**src/include/lrcf_regs.svh**
```systemverilog
/*
  register offsets, reset values, field positions and counts of the link receive clocking block.
  assumes inclusion by bare name from the design file, the peer model and the testbench.
*/
`ifndef LRCF_REGS_SVH
`define LRCF_REGS_SVH
`define LRCF_OFF_RATE   4'h0
`define LRCF_OFF_PEER   4'h4
`define LRCF_OFF_STATUS 4'h8
`define LRCF_OFF_UNIT   4'hc
`define LRCF_RATE_DEF   4'h0
`define LRCF_PEER_DEF   4'h0
`define LRCF_UNIT_DEF   5'h00
`define LRCF_ST_CRC     0
`define LRCF_ST_OVR     1
`define LRCF_ST_UDR     2
`define LRCF_ST_PRIMED  3
`define LRCF_ST_STOP    4
`define LRCF_HP_DEF     4'h8
`define LRCF_HP_MIN     4'h2
`define LRCF_DEPTH      4'h8
`define LRCF_PTR_OFF    4'h2
`define LRCF_CRC_POS    10'd512
`define LRCF_CRC_END    10'd515
`define LRCF_WIN_LAST   10'd511
`define LRCF_SETTLE     4'hf
`define LRCF_CRC_INIT   32'hffffffff
`define LRCF_CRC_POLY   32'h04c11db7
`endif

```
**src/include/lrcf_pkg.sv**
```systemverilog
/*
  types of the link receive clocking block: clocking modes, register bus request, state record.
  assumes the register header sits beside it.
*/
`default_nettype none
package lrcf_pkg;
  typedef enum logic [3:0] {
    LRCF_MODE_SYNC   = 4'b0001,
    LRCF_MODE_PSEUDO = 4'b0010,
    LRCF_MODE_ASYNC  = 4'b0100,
    LRCF_MODE_ARB    = 4'b1000
  } lrcf_mode_t;

  typedef struct packed {
    logic [3:0]  addr;
    logic [31:0] wdata;
    logic        wr;
    logic        rd;
  } lrcf_bus_t;

  typedef struct packed {
    logic [1:0]            pg_s;
    logic [1:0]            stop_s;
    logic [1:0]            clk_s1;
    logic [1:0]            clk_s2;
    logic [1:0]            clk_q;
    logic [15:0]           cad_s1;
    logic [15:0]           cad_s2;
    logic [1:0][7:0][7:0]  mem;
    logic [1:0][3:0]       wptr;
    logic [3:0]            rptr;
    logic                  primed;
    logic [1:0][9:0]       bitcnt;
    logic [1:0][31:0]      crc_cap;
    logic [1:0]            crc_full;
    logic [1:0][31:0]      crc_calc;
    logic [1:0][31:0]      crc_ref;
    logic [9:0]            rdcnt;
    logic                  chk_pend;
    logic [3:0]            settle;
    logic [3:0]            rate_prog;
    logic [3:0]            rate_act;
    logic [3:0]            peer_max;
    logic [4:0]            unit;
    logic                  crc_err;
    logic                  overrun;
    logic                  underrun;
    logic [3:0]            tx_div;
    logic                  tx_clk;
    logic [4:0]            rd_div;
    logic [15:0]           rx_data;
    logic                  rx_valid;
    logic [31:0]           rdata;
  } lrcf_state_t;
endpackage : lrcf_pkg
`default_nettype wire

```
**src/design/lrcf_top.sv**
```systemverilog
/*
  receive clocking of one point-to-point link port: rate selection, transmit clock divider,
  sampled two-lane receive fifo, crc bypass and check, cold and warm reset handling.
  assumes a 100 mhz system clock, a slow forwarded link clock per 8-bit lane group sampled
  by that clock, and the plain register port of the host.
*/
// Decided for this implementation: the placing of the registers and the address-and-strobe port.
// Functional notes
// - same-base mode: transmit clock runs exactly at the active link rate
// - receive unload rate and transmit rate come from one rate setting, unless a reduced-rate mode caps transmit at the peer maximum
// - reduced-rate mode: transmit rate capped by peer maximum receive rate
// - independent-base mode: transmit rate derived from local clock, no deviation
// - receiver tolerates a faster incoming clock; overrun is flagged, never silent
// - arbitrary independent mode: transmit rate at most peer maximum rate
// - same-base mode always present; other modes picked by a static input
// - incoming bytes written into fifo on forwarded link clock edges
// - unload waits until both lane groups hold data, absorbing lane skew
// - each lane writes consecutive bit-times into rotating fifo entries
// - pointers cleared together; unload starts at a fixed pointer offset
// - unload pointer frozen when no entry is ready in slower-sender modes
// - crc bit-times go to dedicated flops, fifo write pointer untouched
// - crc recomputed over unloaded stream and compared after settling
// - crc slots give the slip margin against a faster sender
// - cold reset selects the 200 mhz default rate code
// - programmed rate applied only at warm reset or link stop
// - cold reset clears all state except the input sync stages and crc_calc, which loads the crc seed, and clears configuration and unit number
// - warm reset keeps persistent rate setting and crc error log
`timescale 1ns/10ps
`default_nettype none
`include "lrcf_regs.svh"

module lrcf_top (
  input  wire logic                sys_clk_in,
  input  wire logic                rst_b_in,
  input  wire logic                power_good_in,
  input  wire logic                link_stop_n_in,
  input  wire logic [1:0]          link_clk_in,
  input  wire logic [15:0]         link_cad_in,
  input  wire lrcf_pkg::lrcf_mode_t clk_mode_in,
  input  wire lrcf_pkg::lrcf_bus_t bus_in,
  output logic [31:0]              bus_rdata_out,
  output logic                     tx_clk_out,
  output logic [15:0]              rx_data_out,
  output logic                     rx_valid_out,
  output logic [4:0]               node_unit_number_out
);

  lrcf_pkg::lrcf_state_t s;
  lrcf_pkg::lrcf_state_t n;
  lrcf_pkg::lrcf_state_t k;
  logic [1:0]            lane_edge;
  logic [1:0][3:0]       occ;
  logic [3:0]            tx_code;
  logic                  reduced;
  logic                  freeze_ok;
  logic                  rd_tick;
  logic                  chk_go;
  logic                  crc_bad;

  function automatic logic [3:0] lrcf_half(input logic [3:0] c);
    return (c >= (`LRCF_HP_DEF - `LRCF_HP_MIN)) ? `LRCF_HP_MIN : (`LRCF_HP_DEF - c);
  endfunction : lrcf_half

  function automatic logic [31:0] lrcf_crc8(input logic [31:0] c, input logic [7:0] d);
    logic [31:0] r;
    r = c;
    for (int i = 0; i < 8; i++)
    begin
      r = {r[30:0], 1'b0} ^ ((r[31] ^ d[i]) ? `LRCF_CRC_POLY : 32'h0);
    end
    return r;
  endfunction : lrcf_crc8

  // the second sync stage and its delayed copy clk_q feed the edge detect
  for (genvar g = 0; g < 2; g++)
  begin : g_lane
    assign lane_edge[g] = s.clk_s2[g] & ~s.clk_q[g];
    assign occ[g]       = s.wptr[g] - s.rptr;
  end

  assign reduced   = (clk_mode_in == lrcf_pkg::LRCF_MODE_PSEUDO) || (clk_mode_in == lrcf_pkg::LRCF_MODE_ARB);
  // local divider has no ppm error, so tolerance limits hold by construction
  assign tx_code   = (reduced && (s.peer_max < s.rate_act)) ? s.peer_max : s.rate_act;
  assign freeze_ok = (clk_mode_in != lrcf_pkg::LRCF_MODE_SYNC);
  assign rd_tick   = (s.rd_div == 5'h00);
  assign chk_go    = s.chk_pend && (&s.crc_full) && (s.settle == 4'h0);
  assign crc_bad   = (s.crc_ref != s.crc_cap);

  always_comb
  begin
    logic ovr_set;
    logic udr_set;
    logic crc_set;
    logic cold;
    ovr_set = 1'b0;
    udr_set = 1'b0;
    crc_set = 1'b0;
    cold    = 1'b0;
    k       = '0;
    n       = s;
    n.pg_s   = {s.pg_s[0], power_good_in};
    n.stop_s = {s.stop_s[0], link_stop_n_in};
    n.clk_s1 = link_clk_in;
    n.clk_s2 = s.clk_s1;
    n.clk_q  = s.clk_s2;
    n.cad_s1 = link_cad_in;
    n.cad_s2 = s.cad_s1;
    n.rx_valid = 1'b0;
    n.rdata    = 32'h0;
    if (s.tx_div == 4'h0)
    begin
      n.tx_div = lrcf_half(tx_code) - 4'h1;
      n.tx_clk = ~s.tx_clk;
    end
    else
    begin
      n.tx_div = s.tx_div - 4'h1;
    end
    if (rd_tick)
    begin
      n.rd_div = {lrcf_half(s.rate_act), 1'b0} - 5'h01;
    end
    else
    begin
      n.rd_div = s.rd_div - 5'h01;
    end
    for (int l = 0; l < 2; l++)
    begin
      if (lane_edge[l])
      begin
        if (s.bitcnt[l] >= `LRCF_CRC_POS)
        begin
          n.crc_cap[l] = {s.crc_cap[l][23:0], s.cad_s2[l*8 +: 8]};
          if (s.bitcnt[l] == `LRCF_CRC_END)
          begin
            n.crc_full[l] = 1'b1;
          end
        end
        else if (occ[l] == `LRCF_DEPTH)
        begin
          ovr_set = 1'b1;
        end
        else
        begin
          n.mem[l][s.wptr[l][2:0]] = s.cad_s2[l*8 +: 8];
          n.wptr[l] = s.wptr[l] + 4'h1;
        end
        // crc slots recur every window, so unload can always catch up
        n.bitcnt[l] = (s.bitcnt[l] == `LRCF_CRC_END) ? 10'd0 : (s.bitcnt[l] + 10'd1);
      end
    end
    if (!s.primed)
    begin
      n.primed = (occ[0] >= `LRCF_PTR_OFF) && (occ[1] >= `LRCF_PTR_OFF);
    end
    else if (rd_tick)
    begin
      if ((occ[0] != 4'h0) && (occ[1] != 4'h0))
      begin
        n.rx_valid = 1'b1;
        n.rx_data  = {s.mem[1][s.rptr[2:0]], s.mem[0][s.rptr[2:0]]};
        n.rptr     = s.rptr + 4'h1;
        for (int l = 0; l < 2; l++)
        begin
          n.crc_calc[l] = lrcf_crc8(s.crc_calc[l], s.mem[l][s.rptr[2:0]]);
        end
        if (s.rdcnt == `LRCF_WIN_LAST)
        begin
          n.rdcnt    = 10'd0;
          n.crc_ref  = n.crc_calc;
          n.crc_calc = {2{`LRCF_CRC_INIT}};
          n.chk_pend = 1'b1;
          n.settle   = `LRCF_SETTLE;
        end
        else
        begin
          n.rdcnt = s.rdcnt + 10'd1;
        end
      end
      else if (!freeze_ok)
      begin
        udr_set = 1'b1;
      end
    end
    // capture flops are read only after the settle wait
    if (s.chk_pend && (&s.crc_full))
    begin
      if (chk_go)
      begin
        crc_set    = crc_bad;
        n.chk_pend = 1'b0;
        n.crc_full = 2'b00;
      end
      else
      begin
        n.settle = s.settle - 4'h1;
      end
    end
    if (bus_in.rd)
    begin
      case (bus_in.addr)
        `LRCF_OFF_RATE:   n.rdata = {24'h0, s.rate_act, s.rate_prog};
        `LRCF_OFF_PEER:   n.rdata = {28'h0, s.peer_max};
        `LRCF_OFF_STATUS: n.rdata = {27'h0, ~s.stop_s[1], s.primed, s.underrun, s.overrun, s.crc_err};
        `LRCF_OFF_UNIT:   n.rdata = {27'h0, s.unit};
        default:          n.rdata = 32'h0;
      endcase
    end
    n.crc_err  = crc_set | s.crc_err;
    n.overrun  = ovr_set | s.overrun;
    n.underrun = udr_set | s.underrun;
    if (bus_in.wr)
    begin
      case (bus_in.addr)
        `LRCF_OFF_RATE: n.rate_prog = bus_in.wdata[3:0];
        `LRCF_OFF_PEER: n.peer_max  = bus_in.wdata[3:0];
        `LRCF_OFF_UNIT: n.unit      = bus_in.wdata[4:0];
        `LRCF_OFF_STATUS:
        begin
          // a flag set in the clearing cycle survives
          n.crc_err  = crc_set | (s.crc_err & ~bus_in.wdata[`LRCF_ST_CRC]);
          n.overrun  = ovr_set | (s.overrun & ~bus_in.wdata[`LRCF_ST_OVR]);
          n.underrun = udr_set | (s.underrun & ~bus_in.wdata[`LRCF_ST_UDR]);
        end
        default: n.unit = s.unit;
      endcase
    end
    if (!s.stop_s[1])
    begin
      n.wptr     = '0;
      n.rptr     = 4'h0;
      n.primed   = 1'b0;
      n.bitcnt   = '0;
      n.rdcnt    = 10'd0;
      n.crc_calc = {2{`LRCF_CRC_INIT}};
      n.crc_full = 2'b00;
      n.chk_pend = 1'b0;
      n.rx_valid = 1'b0;
      n.rate_act = s.rate_prog;
    end
    if (!rst_b_in)
    begin
      cold = ~s.pg_s[1];
      k    = n;
      n    = '0;
      n.pg_s     = k.pg_s;
      n.stop_s   = k.stop_s;
      n.clk_s1   = k.clk_s1;
      n.clk_s2   = k.clk_s2;
      n.clk_q    = k.clk_q;
      n.cad_s1   = k.cad_s1;
      n.cad_s2   = k.cad_s2;
      n.crc_calc = {2{`LRCF_CRC_INIT}};
      n.peer_max = `LRCF_PEER_DEF;
      n.unit     = `LRCF_UNIT_DEF;
      n.rate_prog = cold ? `LRCF_RATE_DEF : s.rate_prog;
      n.rate_act  = cold ? `LRCF_RATE_DEF : s.rate_prog;
      n.crc_err   = cold ? 1'b0 : s.crc_err;
    end
  end

  always_ff @(posedge sys_clk_in)
  begin
    s <= n;
  end

  assign bus_rdata_out        = s.rdata;
  assign tx_clk_out           = s.tx_clk;
  assign rx_data_out          = s.rx_data;
  assign rx_valid_out         = s.rx_valid;
  assign node_unit_number_out = s.unit;
endmodule : lrcf_top
`default_nettype wire

```
**config.mk**
```make
export PLATFORM = sky130hd
export DESIGN_NAME = lrcf_top
export DESIGN_NICKNAME = d
export VERILOG_FILES = /design/src/include/lrcf_pkg.sv /design/src/design/lrcf_top.sv
export VERILOG_INCLUDE_DIRS = /design/src /design/src/include
export SDC_FILE = /design/constraint.sdc
export NUM_CORES = 1
export LEC_CHECK = 0
export BUFFER_PORTS_ARGS = -buffer_cell sky130_fd_sc_hd__buf_2
export CAP_MARGIN = 5
export CORE_MARGIN = 8
export CORE_UTILIZATION = 30
export DETAILED_ROUTE_END_ITERATION = 7
export GPL_ROUTABILITY_DRIVEN = 0
export SYNTH_ARGS = -nofsm -noshare
export SYNTH_HDL_FRONTEND = slang
export SYNTH_SLANG_ARGS = --single-unit
```
**constraint.sdc**
```tcl
create_clock -name sys_clk_in -period 3.95 [get_ports sys_clk_in]
set_clock_uncertainty 0.1 [all_clocks]
set_input_delay 0.79 -clock sys_clk_in [delete_from_list [all_inputs] [get_ports sys_clk_in]]
set_output_delay 0.79 -clock sys_clk_in [all_outputs]
set_load 0.02 [all_outputs]
```
==> metrics.txt, run 1 <==
# clock sinks about 470; DPL Wire Length 36200 um; Worst Path Arrival around 4000 ps; effective utilization at floorplan 30.1%; CTS root buf clkbuf_16; Max Transition Viols Final 0; # H-tree levels 2; CP delay by family, top simple AND/OR/NAND/NOR gates; CTS Buffer Depth 3; antenna viol nets, final 0; Mapped Cells 2147; Pwr Density 442 nW/um^2; post-route cell area between 20000 and 25000 sq um; NumNets Final around 2200; die area between 70000 and 80000 sq um; crit path buf inv count 2; Tcrit/Tclk final roughly nine tenths; drt first pass iters 7; drt wl/cell about 17 um; Placement Setup Slack around 340 ps; CP required ~4300 ps; vias in the first global route approximately 15000; Yosys top cell by area dfxtp_1; CP max FO 8; max_slew headroom between 10% and 20%; leading cell type by number of instances after synthesis dfxtp_1; Cell Area, Placed ~21000 sq um; Die Width around 280 um; post-CTS setup buffers 0; synth top area cells dfxtp_1, mux2i_1, nor2_1; synth warn 0; final setup fails 0; RSZ-0062 raised after global routing false; Boundary Pins ~120; Placeable Area 68100 sq um; f_max ~0.28 GHz; initial detailed-routing violation count 1065; Max rail drop VDD a little over 300 uV; drc violations 0; fin worst setup slack roughly 330 ps; Global Route Usage Sum 13.3%; Min-Delay Path Class in2reg; unique cell type count in the Yosys netlist 67; Yosys top cell area share between 40 and 50%; first-pass GRT wire length slightly above 80000 um; diodes inserted 0; initial antenna violation count 0; asr flop ratio synth 0%; clk_lat worst skew about 600 ps; Main synth FF type dfxtp_1; Slowest-stage cell, CP dfxtp_1; Mapped Avg Cell Area approximately 9.5 sq um; Num CTS Buffers a little under 50; area delta synth->final 12.5%; CP cell instances inv_1, ha_1, a21o_1, a21o_1, xnor2_1, buf_4, o21a_1, and2_0, and3_1, mux2i_1, nor2_1; Vias/cell around 4.8; Resize count post-CTS 0; Congestion Overflow GR 0; critical path type reg2reg; Post-Route WL around 52000 um; Fin. Hold Viols 0; worst-margin pin slew roughly 1200 ps; Max Cap Viol 0; DIE HEIGHT ~280 um; ratio of cells with drive above 1 in the final layout a little under an eighth; status completed; register area share after synthesis 46.1%; hold_buf cts 0; Synth Cell Area 20500 sq um; fin crit period approximately 3600 ps; Critical Path End Type flop; total power draw around 10 mW; IO buf count 67; largest net degree at the start of global routing ~130; leakage dissipation ~9.2 nW; Row Count 96; EDFF count, synth 9; most used cell, CP a21o_1; CP Launch Type flop; setup TNS 0 ps; Synth top cells by count dfxtp_1, nor2_1, nand2_1, mux2i_1, a21oi_1; Yosys reg bits 467; TritonCTS clock tree yes; DR vias about 15000; CP max stage delay around 600 ps; Clk pin slew, worst setup/hold paths around 70 ps; r2r setup slk 330 ps
path summary, 6_finish.rpt:
check	startpoint	endpoint	depth (start not counted)
max	s[310]	s[372]	11
min	link_cad_in[1]	s[466]	1
max reg2reg	s[310]	s[372]	11
min reg2reg	s[479]	s[463]	0
flip-flops by register name (all words and copies together), names as in the netlist:
signal	count
s	436
node_unit_number_out	5
rx_data_out	16
bus_rdata_out	8
tx_clk_out	1
rx_valid_out	1
power by group:
group	switching (mW)	total [mW]	internal, mW
registers	0.0799	4.89	4.81
logic	0.488	0.805	0.316
clock network	1.97	4.50	2.54
metrics by stage:
step / instances / hold WS (ps) / utilization [%]
2_1_floorplan: 2170 / 210 / -
3_3_place_gp: 2982 / 210 / 31.6
3_5_place_dp: 2982 / 212 / 31.6
4_1_cts: 3070 / 139 / 33.8
5_1_grt: 3070 / 154 / 33.8
6_report: 3070 / 185 / 33.8
cell type report:
type,count,area [sq um]
Tap cell,882,1100
Inverter,27,109
Clock buffer,69,1350
Sequential cell,467,9440
Timing Repair Buffer,116,741
Clock inverter,19,209
Multi-Input combinational cell,1490,10100
Fill cell,6859,45100
cells in the final DEF (no fill, tap or decap), types with 7 or more instances in the layout:
master      count
clkbuf_1       15
nand4_1        14
dfxtp_1       457
a211oi_1       33
nor3_1          9
o21ai_0        36
a22oi_1         8
edfxtp_1        9
nor4_1         25
mux2i_1       167
ha_1           25
nand2_1       243
and3_1          9
conb_1         24
inv_1          26
xor2_1        124
nor2b_1        16
o32a_1         11
nand3_1        31
mux4_2         23
o211ai_1       40
nor2_1        305
xnor2_2        13
clkinvlp_4      7
clkbuf_16      49
xnor2_1       104
xor2_2          7
o21ai_1        12
nor3b_1         7
buf_4          46
buf_2          67
a21oi_1       125
routing by layer:
metal | routed length, um | GRT usage [%] | up-vias | share of wire, %
met5 | 0 | 0 | - | 0
met4 | 1770 | 5.05 | 0 | 3.4
met3 | 3010 | 2.57 | 93 | 5.7
met2 | 23800 | 21.3 | 373 | 45
met1 | 23900 | 17.5 | 7140 | 45
li1 | - | - | 7176 | -
cells by family after synthesis:
kind of cell,after synthesis,share of synthesized area (%)
fa+ha+maj,27,1.72
compound gates,297,9.15
mux,198,11.3
other cells,1,0.0183
xor+xnor,256,12.3
flops,467,46.1
simple gates,688,14.2
buf+inv,213,5.26
No activity file was read; power rests on OpenSTA's default activity.
==> run 2, diff against run 1 <==
--- a/config.mk
+++ b/config.mk
@@ -6,10 +6,11 @@
 export SDC_FILE = /design/constraint.sdc
 export NUM_CORES = 1
 export LEC_CHECK = 0
-export BUFFER_PORTS_ARGS = -buffer_cell sky130_fd_sc_hd__buf_2
+export BUFFER_PORTS_ARGS = -buffer_cell sky130_fd_sc_hd__buf_4
 export CAP_MARGIN = 5
 export CORE_MARGIN = 8
 export CORE_UTILIZATION = 30
+export CTS_BUF_LIST = sky130_fd_sc_hd__clkbuf_16
 export DETAILED_ROUTE_END_ITERATION = 7
 export GPL_ROUTABILITY_DRIVEN = 0
 export SYNTH_ARGS = -nofsm -noshare
==> run 2 against run 1 <==
  * Via count shrank 0.30%
  * Final cell count grew 0.16%
  * Fmax grew 2.0%
  * Combinational power is essentially flat
  * Sequential cell count is the same
  * Global-route usage is essentially flat
  * First-iteration DRC count shrank 11%
  * Largest power group unchanged
  * Worst hold slack gained 3.4 ps
==> metrics.txt, run 2 (synthesis results as in run 1) <==
final setup fails 0; CP max FO 24; crit path buf inv count 2; first-pass GRT wire length between 80000 and 90000 um; drt wl/cell approximately 17 um; DR vias 14738; wire length on met2 roughly 24000 um; effective utilization at floorplan between 30% and 40%; CTS root buf clkbuf_16; Placeable Area approximately 70000 sq um; initial detailed-routing violation count about 950; CTS Buffer Depth 3; Slowest-stage cell, CP and3_1; CP delay by family, top simple AND/OR/NAND/NOR gates; Max Transition Viols Final 0; most used cell, CP nor2_1; ratio of cells with drive above 1 in the final layout 11.5%; f_max around 0.28 GHz; fin crit period roughly 3500 ps; CP cell instances buf_12, ha_1, inv_1, fa_1, xor2_1, nor2_1, nand2_1, o21a_1, and2_0, and3_1, mux2i_1, nor2_1; worst r2r src s[309]; drc violations 0; NumNets Final 2244; Max Cap Viol 0; max layer used met4; CP Launch Type flop; Post-Route WL roughly 52000 um; status completed; max_slew headroom roughly a quarter; # H-tree levels 2; most common cell after layout, fill and taps aside dfxtp_1; area delta synth->final 13.6%; Tcrit/Tclk final around nine tenths; diodes inserted 0; Fin. Hold Viols 0; antenna viol nets, final 0; vias in the first global route about 15000; Top reg by flops s; CP max stage delay 590 ps; leakage dissipation 9.32 nW; RSZ-0062 raised after global routing false; post-route cell area approximately 23000 sq um; # clock sinks 467; Worst Path Arrival 3900 ps; DPL Wire Length around 36000 um; die area a little under 80000 sq um; clk_lat worst skew ~600 ps; initial antenna violation count 0; Row Count between 90 and 100; setup TNS 0 ps; drt first pass iters 5; WP depth 12; most frequent cells in the layout dfxtp_1, nor2_1, nand2_1; Congestion Overflow GR 0; Max rail drop VDD 363 uV; Cell Area, Placed between 20000 and 25000 sq um; IO buf count 67; max FFs per register 436; critical path type reg2reg; Resize count post-CTS 0; WL met1 about 25000 um; Global Route Usage Sum 13.3%; filler cell count 6821; Boundary Pins roughly 120; largest net degree at the start of global routing 150; Critical Path End Type flop; Num CTS Buffers 50; Min-Delay Path Class in2reg; TritonCTS clock tree yes; CP required around 4300 ps; hold_buf cts 0; met3 routed WL roughly 2400 um; r2r setup slk about 400 ps; Min Hold Slack 188 ps; reg2reg end s[370]; Pwr Density approximately 440 nW/um^2; Vias/cell between 4 and 5; Critical Path Source s[309]; CP Capture Point s[370]; DIE HEIGHT 277 um; Die Width 277 um; worst-margin pin slew roughly 1100 ps; Clk pin slew, worst setup/hold paths 60 ps; Worst Reg2Reg Path Length in Cells 12; post-CTS setup buffers 0
==> run 2: cell types whose count changed in the layout (fill, tap and decap cells not counted), moves of 2 or more <==
cell,before,now
buf_2,67,0
buf_4,46,113
clkbuf_1,15,0
inv_1,26,37
clkinv_1,1,11
clkinv_2,4,12
clkinvlp_4,7,0
clkbuf_8,5,0
clkinv_4,3,0
bufinv_16,2,4
==> run 2: metal layers <==
layer | global-route usage, % | up-vias
met1 | 17.6 | 7171
met3 | 2.46 | 91
met2 | 21.6 | 292
li1 | - | 7184
met4 | 4.42 | 0
met5 | 0 | -
==> run 2: power by group <==
| part | internal, mW | switching (mW) | leakage [nW] |
|---|---|---|---|
| Sequential | 4.81 | 0.0816 | 3.81 |
| Clock | 2.58 | 1.97 | 0.829 |
| Combinational | 0.328 | 0.479 | 4.68 |
==> run 2: how the worst min path moves through the flow <==
stage | start | endpoint | slack [ps] | cells after the start
6_report | link_cad_in[1] | s[466] | 190 | 1
3_3_place_gp | s[469] | s[453] | 210 | 0
3_5_place_dp | s[476] | s[460] | 210 | 0
5_1_grt | link_cad_in[14] | s[479] | 150 | 1
4_1_cts | link_cad_in[2] | s[467] | 140 | 1
2_1_floorplan | s[465] | s[449] | 210 | 0
==> run 2: worst register-to-register path, cell delays in order (launching register included) <==
cell and delay [ps]:
dfxtp_2 480, buf_12 240, ha_1 190, inv_1 60, fa_1 380, xor2_1 180
nor2_1 90, nand2_1 110, o21a_1 320, and2_0 320, and3_1 590, mux2i_1 280
nor2_1 60
==> run 2: layout make-up <==
cell class	count	area [sq um]	area share [%]
well taps	882	1100	4.74
clock inverters	42	343	1.47
multi-input cells	1490	10100	43.4
clock buffers	50	1250	5.38
inverters	27	109	0.468
flip-flops and latches	467	9440	40.6
repair buffers	117	928	3.99
==> run 2: per-stage QoR <==
| stage | setup WS (ps) | utilization (%) | total power [mW] | instances |
|---|---|---|---|---|
| 5_1_grt | 167 | 34.2 | 10.6 | 3075 |
| 3_3_place_gp | 313 | 31.8 | 5.79 | 2983 |
| 6_report | 401 | 34.2 | 10.3 | 3075 |
| 3_5_place_dp | 354 | 31.8 | 5.80 | 2983 |
| 4_1_cts | 419 | 34.2 | 10.4 | 3075 |
| 2_1_floorplan | 469 | - | 5.58 | 2170 |
==> run 3, diff against run 2 <==
==> constraint.sdc (replaced) <==
create_clock -name sys_clk_in -period 4.3 [get_ports sys_clk_in]
set_clock_uncertainty 0.1 [all_clocks]
set_input_delay 0.86 -clock sys_clk_in [delete_from_list [all_inputs] [get_ports sys_clk_in]]
set_output_delay 0.86 -clock sys_clk_in [all_outputs]
set_load 0.02 [all_outputs]
==> run 3 against run 2 <==
  * Via count fell by 0.50%
  * Power down 7.4%
  * Wire length is 0.71% lower
  * Critical path depth down 1
  * Worst setup slack better by 240 ps
  * Combinational power is 8.7% lower
  * Fmax decreased by 3.1%
  * Sequential cell count is the same
  * Utilization shrank 0.15 points
  * Non-clock buffer count fell by 14
  * First-iteration DRC count is 7.8% higher
  * Cell area fell by 0.42%
==> metrics.txt, run 3 (synthesis results as in run 1) <==
Resize count post-CTS 0; Post-Route WL between 50000 and 60000 um; Die Width ~280 um; filler cell count ~6800; worst-margin pin slew ~1100 ps; register area 9440 sq um; Num CTS Buffers 49; Congestion Overflow GR 0; Vias/cell approximately 4.8; DPL Wire Length about 36000 um; IO buf count 67; footprint of the multi-input gates about 10000 sq um; f_max roughly 0.27 GHz; CTS root buf clkbuf_16; reg2reg end s[216]; Min Hold Slack between 200 and 250 ps; DIE HEIGHT about 280 um; Global Route Usage Sum between 10% and 20%; placed insts 2969; fin crit period between 3000 and 4000 ps; antenna viol nets, final 0; Max Cap Viol 0; Pwr Density just over 400 nW/um^2; first-pass GRT wire length just over 80000 um; # H-tree levels 2; leakage dissipation about 9.2 nW; die area ~77000 sq um; most frequent cells in the layout dfxtp_1, nor2_1, nand2_1; vias in the first global route about 15000; Fin. Hold Viols 0; area delta synth->final 13.1%; Critical Path End Type flop; drt first pass iters 7; worst r2r src s[309]; CP max FO 18; max_slew headroom around 29%; NumNets Final roughly 2200; Placement Setup Slack around 570 ps; CP required roughly 4700 ps; Placeable Area roughly 68000 sq um; effective utilization at floorplan between 30% and 40%; hold_buf cts 0; diodes inserted 0; Worst Path Arrival 4020 ps; CP Launch Type flop; clk_lat worst skew roughly 600 ps; Tcrit/Tclk final about 85%; Critical Path Source s[309]; post-CTS setup buffers 0; fin worst setup slack approximately 640 ps; initial detailed-routing violation count between 1000 and 1500; final setup fails 0; setup TNS 0 ps; max FFs per register 436; Clk pin slew, worst setup/hold paths about 60 ps; Max Transition Viols Final 0; Min-Delay Path Class reg2reg; Row Count 96; initial antenna violation count 0; total power draw roughly 9.5 mW; DR vias about 15000; Worst Reg2Reg Path Length in Cells 11; CTS Buffer Depth 3; critical path type reg2reg; Max rail drop VDD approximately 270 uV; most common cell after layout, fill and taps aside dfxtp_1; non-filler cells, final around 3100; fin util approximately a third; r2r setup slk 640 ps; largest net degree at the start of global routing around 120; Top reg by flops s; drt wl/cell 17.0 um; drc violations 0; status completed; ratio of cells with drive above 1 in the final layout around 11%; CP Capture Point s[216]; RSZ-0062 raised after global routing false; TritonCTS clock tree yes; Cell Area, Placed ~22000 sq um; Boundary Pins 119; post-route cell area about 23000 sq um; # clock sinks roughly 470
[run 3: cell types whose count changed in the layout (fill, tap and decap cells not counted), moves of 2 or more]
cell	before	now
buf_4	113	100
bufinv_16	4	6
clkinv_1	11	7
clkinv_2	12	8
clkinv_4	0	2
clkinvlp_4	0	5
inv_1	37	34
[run 3: routing by layer]
layer / GRT usage [%] / routed length, um / up-vias
met1: 17.3 / 23900 / 7067
met4: 4.39 / 1400 / 0
met5: 0 / 0 / -
met3: 2.43 / 2750 / 93
met2: 21.7 / 24100 / 347
li1: - / - / 7158
[run 3: worst min path at each step]
stage / from / to / cells after the start
final: s[473] / s[457] / 0
after global routing: s[469] / s[453] / 0
after CTS: s[489] / s[490] / 0
after detailed placement: s[469] / s[453] / 0
after global placement: s[469] / s[453] / 0
after floorplan: s[465] / s[449] / 0
[run 3: final cells by class]
cell class / count / share of cell area [%]
Inverter: 27 / 0.470
Tap cell: 882 / 4.76
Clock buffer: 49 / 5.29
Timing Repair Buffer: 103 / 3.50
Sequential cell: 467 / 40.7
Multi-Input combinational cell: 1490 / 43.6
Clock inverter: 39 / 1.67
[run 3: critical path, cell delays in order (launching register included)]
cell,delay (ps)
dfxtp_2,670
ha_1,230
inv_1,60
fa_1,370
xor2_1,170
nor2_1,170
and2_1,260
a221oi_4,140
nand2b_2,120
nand3_1,740
a21oi_1,370
o21ai_0,130
[run 3: power breakdown]
| group | total, mW | internal (mW) | switching, mW |
|---|---|---|---|
| Clock | 4.26 | 2.45 | 1.81 |
| Sequential | 4.49 | 4.42 | 0.0748 |
| Combinational | 0.737 | 0.297 | 0.440 |
| Total | 9.49 | 7.16 | 2.33 |
